**src/shared/pcd_pkg.sv**
```systemverilog
/*
 * Package for the clock configuration word decoder.
 * Holds field positions, reset values, the register map of the decoder's
 * Wishbone slave and the struct that carries decoded settings.
 * Assumes a 32-bit classic Wishbone bus and a 20 MHz system clock.
 */
package pcd_pkg;

    // =========================================================
    // Configuration word fields
    // =========================================================
    localparam int MAIN_OUT_DIV_LSB = 16;
    localparam int USB_BYPASS_BIT = 15;
    localparam int USB_IN_DIV_LSB = 8;
    localparam int MAIN_MULT_LSB = 4;
    localparam int MAIN_IN_DIV_LSB = 0;
    localparam int SEL_W = 3;
    localparam logic [31:0] RESERVED_MASK = 32'hFFF8_7888;
    localparam logic [31:0] ERASED_WORD = 32'hFFFF_FFFF;

    // =========================================================
    // Register map (byte addresses)
    // =========================================================
    localparam logic [3:0] ADDR_CFG_WORD = 4'h0;
    localparam logic [3:0] ADDR_CTRL = 4'h4;
    localparam logic [3:0] ADDR_STATUS = 4'h8;
    localparam logic [3:0] ADDR_DECODED = 4'hC;
    localparam int CTRL_RELOAD_BIT = 0;
    localparam int STAT_VALID_BIT = 0;
    localparam int STAT_RSVD_BIT = 1;
    localparam int STAT_MULT_BAD_BIT = 2;

    // =========================================================
    // Carriers
    // =========================================================
    typedef struct packed {
        logic [8:0] main_out_ratio;
        logic usb_pll_run;
        logic [3:0] usb_in_ratio;
        logic [4:0] main_mult;
        logic [2:0] main_pll_in_div_sel;
    } pcd_pll_cfg_s;

    typedef enum logic [1:0] {
        PCD_IDLE,
        PCD_LOAD,
        PCD_HOLD
    } pcd_state_e;

endpackage : pcd_pkg

```
**src/design/pcd_field_decode.sv**
```systemverilog
/*
 * Combinational decode of the configuration word into PLL settings.
 * Assumes the word is stable while its outputs are sampled.
 */
`timescale 1ns/1ps
module pcd_field_decode
    import pcd_pkg::*;
(
    input wire logic [31:0] cfg_word,
    output pcd_pll_cfg_s pll_cfg,
    output logic rsvd_bad,
    output logic mult_bad
);

    // =========================================================
    // Ratio tables
    // =========================================================
    function automatic logic [8:0] out_ratio(input logic [2:0] sel);
        logic [8:0] r;
        r = 9'h001;
        case (sel)
            3'h7: r = 9'h100;
            default: r = 9'(9'h001 << sel);
        endcase
        return r;
    endfunction : out_ratio

    function automatic logic [3:0] usb_ratio(input logic [2:0] sel);
        logic [3:0] r;
        r = 4'h1;
        case (sel)
            3'h6: r = 4'hA;
            3'h7: r = 4'hC;
            default: r = 4'(sel + 3'h1);
        endcase
        return r;
    endfunction : usb_ratio

    function automatic logic [4:0] mult_factor(input logic [2:0] sel);
        logic [4:0] r;
        r = 5'h00;
        case (sel)
            3'h0: r = 5'h00;
            3'h7: r = 5'h18;
            default: r = 5'(5'h0F + sel);
        endcase
        return r;
    endfunction : mult_factor

    always_comb begin
        pll_cfg.main_out_ratio = out_ratio(cfg_word[MAIN_OUT_DIV_LSB +: SEL_W]);
        pll_cfg.usb_pll_run = ~cfg_word[USB_BYPASS_BIT];
        pll_cfg.usb_in_ratio = usb_ratio(cfg_word[USB_IN_DIV_LSB +: SEL_W]);
        pll_cfg.main_mult = mult_factor(cfg_word[MAIN_MULT_LSB +: SEL_W]);
        pll_cfg.main_pll_in_div_sel = cfg_word[MAIN_IN_DIV_LSB +: SEL_W];
        rsvd_bad = (cfg_word & RESERVED_MASK) != RESERVED_MASK;
        mult_bad = cfg_word[MAIN_MULT_LSB +: SEL_W] == 3'h0;
    end

endmodule : pcd_field_decode

```
**src/design/pcd_cfg_decoder.sv**
```systemverilog
/*
 * Top of the clock configuration word decoder.
 * Captures the non-volatile word once after reset (and on software reload),
 * decodes it and holds the PLL settings for the clock generator. A classic
 * Wishbone slave exposes the word, status and decoded values.
 * Assumes nvm_word comes from another domain and is stable after power-up.
 */
// The placing of the registers and register access over Wishbone were chosen for this implementation.
`timescale 1ns/1ps
// Operation
// - Output divider codes give 1 to 256
// - Bit 15 set bypasses USB PLL
// - USB input divider codes give 1 to 12
// - Multiplier codes 001-111 give 16 to 24
module pcd_cfg_decoder
    import pcd_pkg::*;
(
    input wire logic clk,
    input wire logic rst_b,
    input wire logic [31:0] nvm_word,
    input wire logic wb_cyc_i,
    input wire logic wb_stb_i,
    input wire logic wb_we_i,
    input wire logic [3:0] wb_adr_i,
    input wire logic [3:0] wb_sel_i,
    input wire logic [31:0] wb_dat_i,
    output logic [31:0] wb_dat_o,
    output logic wb_ack_o,
    output logic wb_err_o,
    output pcd_pll_cfg_s pll_cfg_o,
    output logic cfg_valid_o
);

    // =========================================================
    // Input synchroniser
    // =========================================================
    logic [31:0] word_meta_r;
    logic [31:0] word_sync_r;

    // The synchroniser runs through reset, so the first load after release
    // captures the settled pin word instead of an erased value.
    always_ff @(posedge clk) begin
        word_meta_r <= nvm_word;
        word_sync_r <= word_meta_r;
    end

    // =========================================================
    // Load sequencer
    // =========================================================
    pcd_state_e state_r;
    pcd_state_e state_nxt;
    logic [31:0] cfg_word_r;
    logic reload_req;
    logic [31:0] dec_word;
    pcd_pll_cfg_s dec_cfg;
    logic dec_rsvd_bad;
    logic dec_mult_bad;
    logic rsvd_bad_r;
    logic mult_bad_r;

    // The load waits one cycle so the synchroniser holds a settled word.
    always_comb begin
        state_nxt = state_r;
        case (state_r)
            PCD_IDLE: state_nxt = PCD_LOAD;
            PCD_LOAD: state_nxt = PCD_HOLD;
            PCD_HOLD: begin
                if (reload_req) begin
                    state_nxt = PCD_LOAD;
                end
            end
            default: state_nxt = PCD_IDLE;
        endcase
    end

    always_ff @(posedge clk) begin
        if (!rst_b) begin
            state_r <= PCD_IDLE;
        end else begin
            state_r <= state_nxt;
        end
    end

    always_ff @(posedge clk) begin
        if (!rst_b) begin
            cfg_word_r <= ERASED_WORD;
        end else if (state_r == PCD_LOAD) begin
            cfg_word_r <= word_sync_r;
        end
    end

    assign dec_word = cfg_word_r;

    pcd_field_decode u_decode (
        .cfg_word(dec_word),
        .pll_cfg(dec_cfg),
        .rsvd_bad(dec_rsvd_bad),
        .mult_bad(dec_mult_bad)
    );

    // Settings are only presented once a captured word has been decoded.
    always_ff @(posedge clk) begin
        if (!rst_b) begin
            pll_cfg_o <= '0;
            cfg_valid_o <= 1'b0;
            rsvd_bad_r <= 1'b0;
            mult_bad_r <= 1'b0;
        end else if (state_r == PCD_HOLD) begin
            pll_cfg_o <= dec_cfg;
            cfg_valid_o <= 1'b1;
            rsvd_bad_r <= dec_rsvd_bad;
            mult_bad_r <= dec_mult_bad;
        end else begin
            cfg_valid_o <= 1'b0;
        end
    end

    // =========================================================
    // Wishbone slave
    // =========================================================
    logic bus_req;
    logic adr_ok;
    logic [31:0] rd_data;

    assign bus_req = wb_cyc_i && wb_stb_i && !wb_ack_o && !wb_err_o;
    assign adr_ok = (wb_adr_i == ADDR_CFG_WORD) || (wb_adr_i == ADDR_CTRL)
        || (wb_adr_i == ADDR_STATUS) || (wb_adr_i == ADDR_DECODED);
    assign reload_req = bus_req && wb_we_i && (wb_adr_i == ADDR_CTRL)
        && wb_sel_i[0] && wb_dat_i[CTRL_RELOAD_BIT];

    always_comb begin
        rd_data = 32'h0000_0000;
        case (wb_adr_i)
            ADDR_CFG_WORD: rd_data = cfg_word_r;
            ADDR_STATUS: begin
                rd_data[STAT_VALID_BIT] = cfg_valid_o;
                rd_data[STAT_RSVD_BIT] = rsvd_bad_r;
                rd_data[STAT_MULT_BAD_BIT] = mult_bad_r;
            end
            ADDR_DECODED: rd_data = 32'(pll_cfg_o);
            default: rd_data = 32'h0000_0000;
        endcase
    end

    always_ff @(posedge clk) begin
        if (!rst_b) begin
            wb_ack_o <= 1'b0;
            wb_err_o <= 1'b0;
            wb_dat_o <= 32'h0000_0000;
        end else begin
            wb_ack_o <= bus_req && adr_ok;
            wb_err_o <= bus_req && !adr_ok;
            wb_dat_o <= (bus_req && adr_ok && !wb_we_i) ? rd_data : 32'h0000_0000;
        end
    end

    // =========================================================
    // Checks
    // =========================================================
    chk_out_div_top: assert property (@(posedge clk) disable iff (!rst_b)
        cfg_valid_o && cfg_word_r[18:16] == 3'h7 |-> pll_cfg_o.main_out_ratio == 9'h100)
        else $error("Output divider code 7 not decoded to 256.");
    chk_out_div_pow: assert property (@(posedge clk) disable iff (!rst_b)
        cfg_valid_o && cfg_word_r[18:16] != 3'h7
        |-> $onehot(pll_cfg_o.main_out_ratio) && pll_cfg_o.main_out_ratio[cfg_word_r[18:16]])
        else $error("Output divider ratio wrong.");
    chk_usb_bypass: assert property (@(posedge clk) disable iff (!rst_b)
        cfg_valid_o |-> pll_cfg_o.usb_pll_run == !cfg_word_r[15])
        else $error("USB PLL bypass does not follow bit 15.");
    chk_usb_div_hi: assert property (@(posedge clk) disable iff (!rst_b)
        cfg_valid_o && cfg_word_r[10:9] == 2'h3
        |-> pll_cfg_o.usb_in_ratio == (cfg_word_r[8] ? 4'hC : 4'hA))
        else $error("USB divider high codes wrong.");
    chk_usb_div_lo: assert property (@(posedge clk) disable iff (!rst_b)
        cfg_valid_o && cfg_word_r[10:9] != 2'h3
        |-> pll_cfg_o.usb_in_ratio == 4'(cfg_word_r[10:8] + 3'h1))
        else $error("USB divider low codes wrong.");
    chk_mult_factor: assert property (@(posedge clk) disable iff (!rst_b)
        cfg_valid_o && cfg_word_r[6:4] == 3'h7 |-> pll_cfg_o.main_mult == 5'h18)
        else $error("Multiplier code 7 not 24.");
    chk_mult_range: assert property (@(posedge clk) disable iff (!rst_b)
        cfg_valid_o && cfg_word_r[6:4] inside {[3'h1:3'h6]}
        |-> pll_cfg_o.main_mult == 5'(5'h0F + cfg_word_r[6:4]))
        else $error("Multiplier codes 1 to 6 wrong.");
    chk_mult_zero: assert property (@(posedge clk) disable iff (!rst_b)
        cfg_valid_o && cfg_word_r[6:4] == 3'h0 |-> pll_cfg_o.main_mult == 5'h00 && mult_bad_r)
        else $error("Multiplier code 0 not flagged.");
    chk_in_div_pass: assert property (@(posedge clk) disable iff (!rst_b)
        cfg_valid_o |-> pll_cfg_o.main_pll_in_div_sel == cfg_word_r[2:0])
        else $error("Main input divider not passed through.");
    chk_rsvd_flag: assert property (@(posedge clk) disable iff (!rst_b)
        cfg_valid_o |-> rsvd_bad_r == ((cfg_word_r & RESERVED_MASK) != RESERVED_MASK))
        else $error("Reserved-bit flag wrong.");
    chk_bus_ack: assert property (@(posedge clk) disable iff (!rst_b)
        wb_cyc_i && wb_stb_i && !wb_ack_o && !wb_err_o |=> wb_ack_o || wb_err_o)
        else $error("Bus request not answered in one cycle.");
    chk_ack_pulse: assert property (@(posedge clk) disable iff (!rst_b)
        wb_ack_o |=> !wb_ack_o)
        else $error("Acknowledge held longer than one cycle.");
    chk_err_pulse: assert property (@(posedge clk) disable iff (!rst_b)
        wb_err_o |=> !wb_err_o)
        else $error("Error response held longer than one cycle.");
    chk_resp_excl: assert property (@(posedge clk) disable iff (!rst_b)
        !(wb_ack_o && wb_err_o))
        else $error("Acknowledge and error given together.");
    chk_dat_idle: assert property (@(posedge clk) disable iff (!rst_b)
        !wb_ack_o |-> wb_dat_o == 32'h0000_0000)
        else $error("Read data not zero outside an acknowledge.");
    chk_load_capture: assert property (@(posedge clk) disable iff (!rst_b)
        state_r == PCD_LOAD |=> cfg_word_r == $past(word_sync_r))
        else $error("Captured word differs from synchronised word.");
    chk_load_valid: assert property (@(posedge clk) disable iff (!rst_b)
        state_r == PCD_LOAD |=> !cfg_valid_o ##1 cfg_valid_o)
        else $error("Settings not presented after a load.");
    // The valid flag stays up while the reload write is answered, then drops
    // for the single cycle after the load cycle before the new settings appear.
    chk_reload_seq: assert property (@(posedge clk) disable iff (!rst_b)
        reload_req && state_r == PCD_HOLD |=> cfg_valid_o ##1 !cfg_valid_o ##1 cfg_valid_o)
        else $error("Reload sequence timing wrong.");

    cov_usb_bypass: cover property (@(posedge clk) disable iff (!rst_b)
        cfg_valid_o && !pll_cfg_o.usb_pll_run);
    cov_div_256: cover property (@(posedge clk) disable iff (!rst_b)
        cfg_valid_o && pll_cfg_o.main_out_ratio == 9'h100);
    cov_reload: cover property (@(posedge clk) disable iff (!rst_b) reload_req);
    cov_unmapped: cover property (@(posedge clk) disable iff (!rst_b) wb_err_o);

endmodule : pcd_cfg_decoder

```
**config.mk**
```make
export PLATFORM = sky130hd
export DESIGN_NAME = pcd_cfg_decoder
export DESIGN_NICKNAME = d
export VERILOG_FILES = /design/src/shared/pcd_pkg.sv /design/src/design/pcd_field_decode.sv /design/src/design/pcd_cfg_decoder.sv
export SDC_FILE = /design/constraint.sdc
export NUM_CORES = 1
export LEC_CHECK = 0
export BUFFER_PORTS_ARGS = -buffer_cell sky130_fd_sc_hd__buf_4
export CELL_PAD_IN_SITES_DETAIL_PLACEMENT = 1
export CELL_PAD_IN_SITES_GLOBAL_PLACEMENT = 1
export CORE_ASPECT_RATIO = 0.6
export CORE_MARGIN = 4
export CORE_UTILIZATION = 41
export DETAILED_ROUTE_END_ITERATION = 12
export PLACE_DENSITY = 0.88
export SLEW_MARGIN = 20
export SYNTH_ARGS = -nofsm -noshare
export SYNTH_HDL_FRONTEND = slang
export SYNTH_SLANG_ARGS = --single-unit
```
**constraint.sdc**
```tcl
create_clock -name clk -period 2.02 [get_ports clk]
set_input_delay 0.303 -clock clk [delete_from_list [all_inputs] [get_ports clk]]
set_output_delay 0.303 -clock clk [all_outputs]
set_load 0.005 [all_outputs]
```
==> results.md <==
- Worst Path Arrival: 2.03 ns
- Top post-synthesis cells by area: dfxtp_1 (66%), nand2_1 (6.6%), nand3_1 (3.6%)
- Die Span X: 146 microns
- Synthesized flop and latch total: 156
- Setup CP Type: flop to flop
- Slew Viols, Final: 0
- Final Hold Fails: 0
- Post-route ant nets: 0
- Via density: 5.28
- Total track usage: 21.2%
- Core area: 0.0109 sq mm
- Inst Count DP: 661
- Antenna violations before repair: 0
- Worst hold path cell count: 3
- # diodes: 0
- CTS clk-pin slew, worst paths: 0.07 ns
- Synth area leader: dfxtp_1
- Cell Chain, Critical Path: or2b_1 -> nand2_1 -> nand3_1
- Warnings from Yosys: 0
- Hold Path End: wb_dat_o[2]
- Slew @ Worst Pin: 1.05 ns
- Number of detailed-route iterations in the first pass: 8
- Fin cells: 725
- FF-to-FF setup slack: 0.34 ns
- Period utilization: 83.1%
- Fmax: 596 MHz
- Resize count post-CTS: 0
- Min-Delay Path Class: input port to flop
- PortBufs: 98
- RSZ-0062 raised after global routing: no
- Reg2Reg Launch Point: state_r[1]
- Syn_nets: 530
- TritonCTS clock tree: built
- Worst slack, placed: 0.464 ns
- Hold path start: wb_adr_i[2]
- CP Capture Type: flop
- Via count: 3830
- Nets: 656
- Setup TNS: 0 ns
- Max VDD drop: 0.000729 V
- Top Family by Delay on Critical Path: simple AND/OR/NAND/NOR gates
- Netlist cell types: 41
- Startpoint class of the critical path: flop
- Synth Cell Area: 0.00470 sq mm
- Worst path slowest cell: or2b_1
- Share of post-route cells with drive strength above 1: 24.2%
- Max_slew headroom: 29.8%
- Number of flops mapped to enable cells by yosys: 0
- Leak pwr: 2.89 nW
- DR WL/cell: 19.1 microns
- Grt ovf: 0
- Grt met2 use: 33.6%
- First-pass GRT wire length: 21800 microns
- Post-synth top area share: 66.5%
- Initial DRC Count: 243
- CTS Buffer Depth: 2
- Most used routing layer: met2
- CTS H-tree depth: 4
- Async S/R FF share, synth: 0%
- Total Power: 7.43 mW
- Mapped Cells: 447
- # DRC: 0
- Clock root buffer: clkbuf_16
- Crit path buf inv count: 0
- Setup ws final: 0.342 ns
- Area Overhead vs Synth: 37.7%
- Die area: 0.0133 sq mm
- # IOs: 134
- Pwr Density: 1150 mW/mm^2
- Endpoints failing setup: 0
- CTS Hold Bufs: 32
- Crit path time final: 1.68 ns
- Max incr delay on CP: 0.82 ns
- Critical Path RT: 2.37 ns
- Final Skew: 0.00970 ns
- Die Y: 90.9 microns
- R2R depth: 3
- Maxcap violations: 0
- Num CTS Buffers: 17
- Row count: 29
- Outcome: complete, no violations
- # clock sinks: 156
- Post-Route WL: 13800 microns
- Final HPWL DP: 8630 microns
- Largest net degree at the start of global routing: 35
- Initial Util: 43.1%
- RD Place Congestion: 0.815
- Vias in the first global route: 3970
- Main synth FF type: dfxtp_1
- Worst R2R End: cfg_word_r[0]
- Crit Path Max Fanout: 28
- Met3 usage: 6.92%
- Seq/Total Area, Yosys: 66.5%
- Postcts setup bufs: 0
- Avg Cell Area, Syn: 10.5 sq um
- Clock network latency to the later pin of the worst-skew pair: 0.43 ns
- Met1 global-route usage: 26.8%
[layer usage]
metal	vias to the layer above	routed length, microns
li1	1762	-
met2	162	6550
met3	34	957
met5	-	0
met1	1872	6030
met4	0	314
[cells by family (layout without fill, tap and decap cells)]
kind of cell    after synthesis  count (layout)  share of synthesized area [%]
compound gates               60              60                           8.98
fa+ha+maj                     6               6                           1.60
mux                           3               3                          0.639
simple gates                185             185                           18.7
buf+inv                      36             175                           3.49
flops                       156             156                           66.5
other cells                   1               1                         0.0798
[layout by cell type (no fill, tap or decap), drive strengths merged, types with 2 or more instances in the layout]
master / instances
nand3b: 3
a222oi: 2
nand4b: 4
clkbuf: 19
nor3: 2
buf: 106
ha: 6
mux2i: 3
nand2: 83
nor2b: 2
a22oi: 18
a21oi: 9
a21boi: 17
nand2b: 2
o21ai: 6
bufinv: 2
nand4: 6
o211ai: 4
inv: 11
clkinvlp: 3
clkinv: 2
dfxtp: 156
nor4: 2
and2: 2
nand3: 34
and3: 13
nor2: 24
dlygate4sd3: 32
[registers in the layout, indices dropped and copies added (netlist names)]
name         count
wb_dat_o        32
wb_ack_o         1
state_r          2
word_sync_r     32
cfg_valid_o      1
word_meta_r     32
wb_err_o         1
cfg_word_r      32
pll_cfg_o       21
mult_bad_r       1
rsvd_bad_r       1
[worst max-delay path by stage]
stage | from | end | slack [ns] | cells past startpoint
2_1_floorplan | cfg_word_r[4] | pll_cfg_o[5] | 0.75 | 5
3_3_place_gp | state_r[1] | cfg_word_r[16] | 0.58 | 3
3_5_place_dp | state_r[1] | cfg_word_r[27] | 0.46 | 3
4_1_cts | state_r[1] | pll_cfg_o[14] | 0.43 | 4
5_1_grt | state_r[1] | cfg_word_r[22] | 0.22 | 3
6_report | state_r[1] | cfg_word_r[0] | 0.34 | 3
[per-stage QoR]
stage,hold WS [ns],util (%),instance area [sq um]
2_1_floorplan,0.310,-,4700
3_3_place_gp,0.313,50.9,5540
3_5_place_dp,0.313,50.9,5540
4_1_cts,0.213,59.4,6470
5_1_grt,0.234,59.4,6470
6_report,0.236,59.4,6470
[worst reg2reg max path, stage by stage, from the launching register on]
cell and delay [ns]:
dfxtp_1 0.40, or2b_1 0.82, nand2_1 0.23, nand3_1 0.16
[Yosys cell counts, types with 3 or more instances]
cell type  number
dfxtp_1       156
nand2_1        83
nand3_1        34
nor2_1         24
a22oi_1        18
a21boi_0       16
clkbuf_1       15
and3_1         13
buf_2          13
a21oi_1         9
ha_1            6
nand4_1         6
o21ai_0         6
inv_1           5
nand4b_1        4
o211ai_1        4
mux2i_1         3
nand3b_1        3
[final cells by class]
type / instances / area [sq um]
Tap cell: 139 / 174
Fill cell: 1169 / 4420
Multi-Input combinational cell: 255 / 1420
Clock buffer: 19 / 453
Timing Repair Buffer: 138 / 1130
Sequential cell: 156 / 3120
Clock inverter: 13 / 155
Inverter: 5 / 18.8
[report_power, final]
group	internal, mW	switching [mW]
registers	3.28	0.182
logic	0.322	0.376
clock network	1.92	1.36
total	5.52	1.91
No activity file was read; power rests on OpenSTA's default activity.
